File: src/inc/compare_pkg.sv
package compare_pkg;

	localparam int unsigned ADDR_W = 4;
	localparam int unsigned DATA_W = 16;

	// register byte addresses
	localparam logic [3:0] ADDR_CONTROL = 4'h0;
	localparam logic [3:0] ADDR_PRIMARY = 4'h4;
	localparam logic [3:0] ADDR_SECONDARY = 4'h8;

	// control field positions
	localparam int unsigned MODE_LSB = 0;
	localparam int unsigned TIMEBASE_BIT = 3;
	localparam int unsigned FAULT_BIT = 4;
	localparam int unsigned IDLE_STOP_BIT = 13;

	// reset values
	localparam logic [15:0] CONTROL_RESET = 16'h0000;
	localparam logic [15:0] PRIMARY_RESET = 16'h0000;
	localparam logic [15:0] SECONDARY_RESET = 16'h0000;

	// highest channel number served by the first fault input
	localparam int unsigned FIRST_FAULT_LAST_CH = 4;

	typedef enum logic [2:0] {
		MODE_OFF = 3'h0,
		MODE_SET_HIGH = 3'h1,
		MODE_SET_LOW = 3'h2,
		MODE_TOGGLE = 3'h3,
		MODE_SINGLE = 3'h4,
		MODE_CONT = 3'h5,
		MODE_PWM = 3'h6,
		MODE_PWM_FAULT = 3'h7
	} mode_e;

	typedef enum logic [3:0] {
		PS_IDLE = 4'h1,
		PS_RISE = 4'h2,
		PS_FALL = 4'h4,
		PS_DONE = 4'h8
	} pulse_state_e;

	typedef struct packed {
		logic [15:0] count;
		logic [15:0] period;
		logic tick;
	} timebase_s;

	typedef struct packed {
		logic idle_stop;
		logic fault_status;
		logic timebase_sel;
		mode_e mode;
	} control_s;

endpackage

File: src/verilog/output_compare_pwm.sv
`timescale 1ns/100ps
// Function
// pwm period spans period value plus one
// secondary loads primary at period match only
// primary read-only while pwm selected
// initial primary governs first pwm period
// duty zero keeps output low
// duty above period keeps output high
// duty equal period: low one count
// timebase select picks second or third timer
// codes 111/110 pwm with/without fault
// code 101 low then continuous pulses
// code 100 low then one pulse
// code 011 toggles output on match
// code 010 starts high, match drives low
// code 001 starts low, match drives high
// code 000 disables the channel
// fault flag bit 4, hardware set/clear
// idle stop bit 13 halts in idle
// first fault input channels 1-4, second 5
// unimplemented control bits read zero
// fault reported through compare interrupt flag
// software loads primary before first enable
// software follows fixed pwm start sequence
// pulse modes rise at primary match
// single pulse falls at secondary, stays low
// continuous pulse flags every secondary match
// pwm high at period start, low at duty
// fault forces output low until mode rewrite
module output_compare_pwm
	import compare_pkg::*;
#(
	parameter int unsigned CHANNEL_NUM = 1
) (
	input logic clk, // 100 MHz clock
	input logic rstn, // synchronous reset, active low
	input logic [ADDR_W-1:0] addr, // register byte address
	input logic [DATA_W-1:0] wdata, // write data
	input logic wr, // write strobe
	input logic rd, // read strobe
	output logic [DATA_W-1:0] rdata, // read data, cycle after rd
	input timebase_s timer2_base, // second timer count, period, tick
	input timebase_s timer3_base, // third timer count, period, tick
	input logic cpu_idle, // processor in idle
	input logic fault_input_first_n, // shared fault pin, channels 1-4
	input logic fault_input_second_n, // fault pin, channel 5
	output logic compare_output_pin, // compare output
	output logic compare_irq_flag // one-cycle compare interrupt event
);

	////////////////////////////////////////////////////////////////////
	// state

	control_s ctrl_reg;
	control_s ctrl_next;
	logic [15:0] primary_reg;
	logic [15:0] primary_next;
	logic [15:0] secondary_reg;
	logic [15:0] secondary_next;
	logic [15:0] rdata_reg;
	logic [15:0] rdata_next;
	logic out_reg;
	logic out_next;
	logic irq_reg;
	logic irq_next;
	pulse_state_e state_reg;
	pulse_state_e state_next;

	////////////////////////////////////////////////////////////////////
	// fault pin synchronisers

	logic [1:0] fault_pin_n;
	logic [1:0] fault_level;
	assign fault_pin_n = {fault_input_second_n, fault_input_first_n};

	genvar gi;
	generate
		for (gi = 0; gi < 2; gi++) begin : g_fault_sync
			logic s1_reg;
			logic s2_reg;
			logic s3_reg;
			logic lvl_reg;
			always_ff @(posedge clk) begin
				if (!rstn) begin
					s1_reg <= 1'h1;
					s2_reg <= 1'h1;
					s3_reg <= 1'h1;
					lvl_reg <= 1'h0;
				end else begin
					s1_reg <= fault_pin_n[gi];
					s2_reg <= s1_reg;
					s3_reg <= s2_reg;
					// a level is accepted only once two stages agree
					if (s2_reg == s3_reg) begin
						lvl_reg <= ~s3_reg;
					end
				end
			end
			assign fault_level[gi] = lvl_reg;
		end
	endgenerate

	////////////////////////////////////////////////////////////////////
	// decode and selection

	wire wr_ctrl = wr && (addr == ADDR_CONTROL);
	wire wr_primary = wr && (addr == ADDR_PRIMARY);
	wire wr_secondary = wr && (addr == ADDR_SECONDARY);
	wire mode_e wmode = mode_e'(wdata[MODE_LSB +: 3]);
	wire mode_e mode = ctrl_reg.mode;
	wire is_pwm = (mode == MODE_PWM) || (mode == MODE_PWM_FAULT);
	wire timebase_s tb = ctrl_reg.timebase_sel ? timer3_base : timer2_base;
	wire halted = cpu_idle && ctrl_reg.idle_stop;
	wire tick = tb.tick && !halted;
	wire period_match = tick && (tb.count == tb.period);
	wire match_primary = tick && (tb.count == primary_reg);
	wire match_secondary = tick && (tb.count == secondary_reg);
	// channels above four listen to the second fault pin
	wire fault_sel = (CHANNEL_NUM <= FIRST_FAULT_LAST_CH) ?
		fault_level[0] : fault_level[1];
	// fault pin ignored in code 110
	wire fault_hit = (mode == MODE_PWM_FAULT) && fault_sel && !wr_ctrl;
	wire fault_lock = (mode == MODE_PWM_FAULT) && ctrl_reg.fault_status;
	// count below duty is high: duty zero never high, duty past period always
	wire pwm_level = tb.count < primary_reg;

	wire [15:0] ctrl_read = {2'h0, ctrl_reg.idle_stop, 8'h00, ctrl_reg.fault_status,
		ctrl_reg.timebase_sel, ctrl_reg.mode};
	wire [15:0] read_mux = (addr == ADDR_CONTROL) ? ctrl_read :
		(addr == ADDR_PRIMARY) ? primary_reg :
		(addr == ADDR_SECONDARY) ? secondary_reg : 16'h0000;

	////////////////////////////////////////////////////////////////////
	// register file

	always_comb begin
		ctrl_next = ctrl_reg;
		if (wr_ctrl) begin
			ctrl_next.idle_stop = wdata[IDLE_STOP_BIT];
			ctrl_next.timebase_sel = wdata[TIMEBASE_BIT];
			ctrl_next.mode = wmode;
			// software cannot write the flag; a mode write ends the fault
			ctrl_next.fault_status = 1'h0;
		end
		if (fault_hit) begin
			ctrl_next.fault_status = 1'h1;
		end
	end

	always_comb begin
		primary_next = primary_reg;
		if (is_pwm && period_match) begin
			primary_next = secondary_reg;
		end else if (wr_primary && !is_pwm) begin
			primary_next = wdata;
		end
	end

	assign secondary_next = wr_secondary ? wdata : secondary_reg;
	assign rdata_next = rd ? read_mux : 16'h0000;

	////////////////////////////////////////////////////////////////////
	// output and pulse sequencing

	always_comb begin
		out_next = out_reg;
		irq_next = 1'h0;
		state_next = state_reg;
		if (wr_ctrl) begin
			state_next = PS_IDLE;
			case (wmode)
				MODE_SET_LOW: out_next = 1'h1;
				MODE_TOGGLE: out_next = out_reg;
				MODE_SINGLE, MODE_CONT: begin
					out_next = 1'h0;
					state_next = PS_RISE;
				end
				default: out_next = 1'h0;
			endcase
		end else begin
			case (mode)
				MODE_OFF: out_next = 1'h0;
				MODE_SET_HIGH: begin
					if (match_primary) begin
						out_next = 1'h1;
						irq_next = 1'h1;
					end
				end
				MODE_SET_LOW: begin
					if (match_primary) begin
						out_next = 1'h0;
						irq_next = 1'h1;
					end
				end
				MODE_TOGGLE: begin
					if (match_primary) begin
						out_next = ~out_reg;
						irq_next = 1'h1;
					end
				end
				MODE_SINGLE, MODE_CONT: begin
					case (state_reg)
						PS_RISE: begin
							if (match_primary) begin
								out_next = 1'h1;
								state_next = PS_FALL;
							end
						end
						PS_FALL: begin
							if (match_secondary) begin
								out_next = 1'h0;
								irq_next = 1'h1;
								// continuous mode rearms, single mode parks
								state_next = (mode == MODE_CONT) ? PS_RISE : PS_DONE;
							end
						end
						PS_DONE: out_next = 1'h0;
						default: state_next = PS_IDLE;
					endcase
				end
				default: begin
					// timer wraps after count equals period: N+1 counts
					if (tick) begin
						out_next = pwm_level;
					end
					if (fault_hit || fault_lock) begin
						out_next = 1'h0;
					end
					// report only the onset of a fault
					if (fault_hit && !ctrl_reg.fault_status) begin
						irq_next = 1'h1;
					end
				end
			endcase
		end
	end

	always_ff @(posedge clk) begin
		if (!rstn) begin
			// field by field, so the register layout of the reset word is kept
			ctrl_reg.idle_stop <= CONTROL_RESET[IDLE_STOP_BIT];
			ctrl_reg.fault_status <= CONTROL_RESET[FAULT_BIT];
			ctrl_reg.timebase_sel <= CONTROL_RESET[TIMEBASE_BIT];
			ctrl_reg.mode <= mode_e'(CONTROL_RESET[MODE_LSB +: 3]);
			primary_reg <= PRIMARY_RESET;
			secondary_reg <= SECONDARY_RESET;
			rdata_reg <= 16'h0000;
			out_reg <= 1'h0;
			irq_reg <= 1'h0;
			state_reg <= PS_IDLE;
		end else begin
			ctrl_reg <= ctrl_next;
			primary_reg <= primary_next;
			secondary_reg <= secondary_next;
			rdata_reg <= rdata_next;
			out_reg <= out_next;
			irq_reg <= irq_next;
			state_reg <= state_next;
		end
	end

	assign rdata = rdata_reg;
	assign compare_output_pin = out_reg;
	assign compare_irq_flag = irq_reg;

	wire pwm_quiet = is_pwm && !wr_ctrl && !fault_hit && !fault_lock;
endmodule

File: config.mk
export PLATFORM = sky130hd
export DESIGN_NAME = output_compare_pwm
export DESIGN_NICKNAME = d
export VERILOG_FILES = /design/src/inc/compare_pkg.sv /design/src/verilog/output_compare_pwm.sv
export SDC_FILE = /design/constraint.sdc
export NUM_CORES = 1
export LEC_CHECK = 0
export BUFFER_PORTS_ARGS = -buffer_cell sky130_fd_sc_hd__buf_2
export CORE_MARGIN = 1.5
export CORE_UTILIZATION = 54
export CTS_BUF_LIST = sky130_fd_sc_hd__clkbuf_8
export CTS_CLUSTER_SIZE = 30
export DETAILED_ROUTE_END_ITERATION = 16
export HOLD_SLACK_MARGIN = 0.03
export PLACE_DENSITY_LB_ADDON = 0.3
export RECOVER_POWER = 50
export SETUP_SLACK_MARGIN = 0.1
export SYNTH_ARGS = -nofsm -noshare
export SYNTH_HDL_FRONTEND = slang
export SYNTH_SLANG_ARGS = --single-unit
File: constraint.sdc
create_clock -name clk -period 3.24 [get_ports clk]
set_input_delay 0.486 -clock clk [delete_from_list [all_inputs] [get_ports clk]]
set_output_delay 0.486 -clock clk [all_outputs]
set_load 0.05 [all_outputs]
**Word level (Yosys, flattened, before mapping)**

Cells that the tools add are included.

- Bits in registers: 64
- Input bits: 93
- Output and inout bits: 18

- Order comparisons: 1
- Eq/ne operators: 28
- Multiplexer cells: 30
- Bitwise logic cells: 4
- Reductions and logical operators: 34

Operator list:

| operator | count |
|---|---|
| two-way mux 16 bit | 4 |
| equality test 16 bit | 3 |
| two-way mux 33 bit | 1 |
| two-way mux 4 bit | 5 |
| equality test 3 bit (second input constant) | 6 |
| < comparator 16 bit | 1 |
| logical AND 1 bit | 14 |
| two-way mux 14 bit | 1 |
| equality test 3 x 2 -> 1 bit (second input constant) | 4 |
| two-way mux 1 bit | 12 |
| inequality test 3 bit (second input constant) | 4 |
| one-hot mux 4 bit (3 select lines) | 1 |
| equality test 4 x 3 -> 1 bit (second input constant) | 2 |
| equality test 4 bit (second input constant) | 2 |
| nonzero test 8 bit | 1 |
| one-hot mux 1 bit (3 select lines) | 2 |
| AND reduction 6 bit | 1 |
| nonzero test 2 bit | 3 |
| OR reduction 2 bit | 3 |
| OR reduction 3 bit | 2 |
| two-way mux 5 bit | 1 |
| inequality test 5 x 2 -> 1 bit (second input constant) | 1 |
| one-hot mux 1 bit (5 select lines) | 1 |
| equality test 4 x 2 -> 1 bit (second input constant) | 1 |
| other kinds (13) | 21 |

**Depth between registers and ports, before layout**

- Depth in word-level cells: 8
- Gate-level depth with buffers: 12
- Gate-level depth less buffers: 10

**Worst setup path before layout**

OpenSTA, ideal clock, no wires.

- Path kind: reg2reg
- Start point: register ctrl_reg, in the netlist ctrl_read[3]
- End point: register out_reg, in the netlist compare_output_pin
- Library setup time: 0.086 ns
- Arrival: 2.532 ns
- Required time: 3.154 ns
- Slack: 0.623 ns
- Cell stages (with the launch flop): 13
- Period minus slack after synthesis: 2.617 ns
- Path through: dfxtp_1 -> buf_6 -> buf_2 -> mux2i_1 -> inv_1 -> ha_1 -> nand4_1 -> a211oi_1 -> a21oi_1 -> nor3_1 -> nand3_1 -> o21a_1 -> a211oi_1

- Cells in the longest elaborated chain, start to end: 7
- Elaborated cells between the ends (all ways): 18
- Classes of those cells: order compare: 1; eq/ne: 5; mux: 7; reduce/logical: 5

Ends and longest elaborated chain:

| element | line | RTL |
|---|---|---|
| start, declared | output_compare_pwm.sv:54 | `control_s ctrl_reg;` |
| start signal, assigned | output_compare_pwm.sv:252 | `ctrl_reg <= ctrl_next;` |
| two-way mux 33 bit (*) | output_compare_pwm.sv:112 | `wire timebase_s tb = ctrl_reg.timebase_sel ? timer3_base : timer2_base;` |
| branches (longest 6 deep; another with < comparator 16 bit) | - |  |
| end signal, assigned | output_compare_pwm.sv:256 | `out_reg <= out_next;` |
| end, declared | output_compare_pwm.sv:62 | `logic out_reg;` |

Mark *: on every way between the ends. The select of a mux whose other input is x is not followed.
A chain may end at the register's enable or synchronous reset.

**Final worst setup path**

Ends and elaborated chain as after synthesis.

==> results.ini <==
[sta]
number_of_setup_violations_in_the_final_report = 0
post-route-period-util = 0.895
final.setup.tns_ns = 0
fmaxAchievable_ghz = 0.345
maxSlewViolCount = 40
timing.final.hold_violations = 0
slew_headroom = -0.180
rsz_0062_raised_after_global_routing = no
max_slew.worst_pin.slew_ns = 1.77
finalCriticalPeriod_ns = 2.90
skew_ns = 0.00907

[outcome]
failed_checks = max-capacitance violations, max-slew violations
status = complete, but fails checks

[finish]
final-instance-count-excl-fill = 696
drive_gt1_frac = 0.217
utilization = 0.697
diodes = 0
num-nets-final = 704
areaGrowthSynthToFinish_pct = 22.8

[critical_path]
slowest_stage = sky130_fd_sc_hd__a211oi_1
cp_top_delay_family = compound AO/OA/AOI/OAI gates
critical-path-top-cell-by-count = sky130_fd_sc_hd__a211oi_1
cp_slowest_stage_delay_ns = 0.38
crit_path_max_fanout = 35
worst_setup_path_end_kind = register
timing_worst_setup_path_type = reg -> reg
worst_setup_path_start_kind = register
critical_path_arrival_ns = 3.14
critical_path.n_buffers_inverters = 2
timing.critical_path.cells = buf_12 -> mux2i_2 -> inv_1 -> ha_1 -> nand4_1 -> a211oi_1 -> a21oi_1 -> nor3_1 -> nand3_1 -> o21a_1 -> a211oi_1
critical_path_required_ns = 3.48

[detailed_routing]
drc_errors = 0
drt-initial-drc-count = 260
via_per_inst = 5.68
firstDrtPassIters = 6
num_vias = 3951
ant_nets = 0
average_detailed_routed_wire_length_per_instance_um = 16.5
wl_um = 11500

[yosys]
ys.flop_type = sky130_fd_sc_hd__dfxtp_1
synth_fp_nets = 595
synthesis.area_um2 = 3920
synthDistinctLibCells = 39
yosysTopAreaCell = sky130_fd_sc_hd__dfxtp_1
synthDominantCellAreaShare = 0.327
synth.top_cells.by_area = sky130_fd_sc_hd__dfxtp_1, sky130_fd_sc_hd__mux2i_1, sky130_fd_sc_hd__a21oi_1, sky130_fd_sc_hd__nand2_1, sky130_fd_sc_hd__ha_1
synth-edff-count = 0
post_synth.cell_area_avg_um2 = 8.07
synth_async_sr_flop_share = 0
synth.yosys.warnings = 0
synth_seq_cells = 64
number_of_instances_in_the_synthesized_netlist = 486
synth_seq_area_share = 0.327

[cts]
cts_repair_resize_count = 0
ctsRootBufferMaster = sky130_fd_sc_hd__clkbuf_8
clk-insertion-delay-late_ns = 0.34
cts_hold_buffers = 0
cts-htree-levels = 3
clock_slew_seen_by_the_registers_of_the_worst_setup_and_hold_paths_ns = 0.08
tritoncts_num_sinks = 64
post-cts-setup-buffers = 0
clock_path_buffers = 2
cts_tree = done
cts_inserted_buffers = 9

[power]
switching_power_uw = 466
power.combinational.fraction = 0.131
vdd.ir_drop.worst_v = 0.000286
leakage_power_figure_uw = 0.00201
seq_power_share = 0.426
pwr_density_cell_nw_per_um2 = 392
power_report.internal_total_uw = 1420
clkPwrFrac = 0.444
power.switching_fraction = 0.247

[floorplan]
floorplan_die_area_um2 = 7780
chipWidth_um = 88.2
die_h_um = 88.2
start_util = 0.568
design.core.area_um2 = 6910
fp-row-count = 30
boundaryPins = 111

[grt]
first_global_vias = 3676
antenna_found_initial = 0
grt_overflow = 0
grt_max_degree = 40
grt_pass1_wl_um = 17600
grt.total_usage = 0.300

[place]
place_congestion = 0.905
dp_hpwl_um = 8690
place_inst = 680
place.port_buffers = 109

[flow_run]
cap_viol_max_count = 1

[worst_hold_path]
hold_class = in -> reg

-- synthesized netlist by cell type (2+ instances only) --
library cell	count
sky130_fd_sc_hd__o31a_1	3
sky130_fd_sc_hd__mux2i_2	7
sky130_fd_sc_hd__o21a_1	5
sky130_fd_sc_hd__inv_1	37
sky130_fd_sc_hd__a22oi_1	10
sky130_fd_sc_hd__dfxtp_1	64
sky130_fd_sc_hd__nor4b_1	2
sky130_fd_sc_hd__nand4_1	9
sky130_fd_sc_hd__xnor2_1	18
sky130_fd_sc_hd__o31ai_1	2
sky130_fd_sc_hd__a211oi_1	21
sky130_fd_sc_hd__mux2i_1	42
sky130_fd_sc_hd__o21ai_0	10
sky130_fd_sc_hd__and2_1	2
sky130_fd_sc_hd__nand2_1	55
sky130_fd_sc_hd__a31oi_1	3
sky130_fd_sc_hd__nor2b_1	4
sky130_fd_sc_hd__nand3_1	6
sky130_fd_sc_hd__a21o_1	7
sky130_fd_sc_hd__xor2_1	15
sky130_fd_sc_hd__clkbuf_1	22
sky130_fd_sc_hd__ha_1	16
sky130_fd_sc_hd__and3_1	2
sky130_fd_sc_hd__nor4_1	9
sky130_fd_sc_hd__nand2b_1	4
sky130_fd_sc_hd__a21oi_1	46
sky130_fd_sc_hd__nor2_1	45
sky130_fd_sc_hd__buf_2	3
sky130_fd_sc_hd__nor3_1	7
-- cell families after synthesis --
kind of cell	share of synthesized area
flops	0.327
xor+xnor	0.0737
compound gates	0.176
mux	0.132
simple gates	0.173
fa+ha+maj	0.0511
buf+inv	0.0680
-- through the flow --
step	area [um^2]	total power, uW	setup WS, ns	hold slack, ns
after global placement	4600	1060	0.518	0.390
after detailed placement	4600	1070	0.440	0.396
after floorplan	3920	956	0.623	0.386
after global routing	4810	1950	0.149	0.307
final	4810	1890	0.341	0.323
after CTS	4840	1890	0.416	0.309
-- cell type report --
| cell class | instances | area, um^2 |
|---|---|---|
| repair buffers | 126 | 657 |
| flip-flops and latches | 64 | 1280 |
| multi-input cells | 357 | 2370 |
| clock buffers | 9 | 124 |
| well taps | 96 | 120 |
| fillers | 606 | 2090 |
| inverters | 37 | 139 |
| clock inverters | 7 | 120 |
-- cells in the final DEF (no fill, tap or decap), types with 9 or more instances in the layout --
cell type,synthesis,routed
sky130_fd_sc_hd__buf_4,0,15
sky130_fd_sc_hd__inv_1,37,37
sky130_fd_sc_hd__clkbuf_8,0,9
sky130_fd_sc_hd__a21oi_1,46,46
sky130_fd_sc_hd__dfxtp_1,64,63
sky130_fd_sc_hd__a211oi_1,21,21
sky130_fd_sc_hd__clkbuf_1,22,21
sky130_fd_sc_hd__o21ai_0,10,10
sky130_fd_sc_hd__a22oi_1,10,10
sky130_fd_sc_hd__mux2i_1,42,42
sky130_fd_sc_hd__ha_1,16,16
sky130_fd_sc_hd__nand4_1,9,9
sky130_fd_sc_hd__nor2_1,45,45
sky130_fd_sc_hd__xnor2_1,18,18
sky130_fd_sc_hd__nand2_1,55,55
sky130_fd_sc_hd__xor2_1,15,15
sky130_fd_sc_hd__buf_2,3,89
sky130_fd_sc_hd__nor4_1,9,9
-- power groups by stage --
stage	Sequential, uW	Clock [uW]	Combinational, uW
after floorplan	822	0	134
after global placement	821	0	239
after detailed placement	822	0	245
after CTS	804	843	247
after global routing	805	878	270
final	804	837	247
-- layer usage --
metal	vias to the layer above	wire length [um]	track usage	share of wire
met3	22	1100	0.0707	0.095
met4	0	265	0.128	0.023
met1	1815	5020	0.381	0.44
met5	-	0	0	0
met2	205	5130	0.489	0.45
li1	1909	-	-	-
-- worst reg2reg max path, delay by kind of cell, from the launching register on --
| kind | cells | cell delay [ns] |
|---|---|---|
| compound gates | 4 | 0.90 |
| simple gates | 3 | 0.53 |
| mux | 1 | 0.38 |
| flops | 1 | 0.34 |
| buf+inv | 2 | 0.33 |
| fa+ha+maj | 1 | 0.31 |
-- worst paths after layout --
path | startpoint | to | slack (ns) | depth (start not counted)
worst max-delay path | ctrl_read[3] | compare_output_pin | 0.34 | 11
worst min-delay path | fault_input_first_n | g_fault_sync[0].s1_reg | 0.32 | 2
worst max register to register | ctrl_read[3] | compare_output_pin | 0.34 | 11
worst min register to register | g_fault_sync[0].s1_reg | g_fault_sync[0].s2_reg | 0.41 | 1
(Power assumes the default switching activity.)
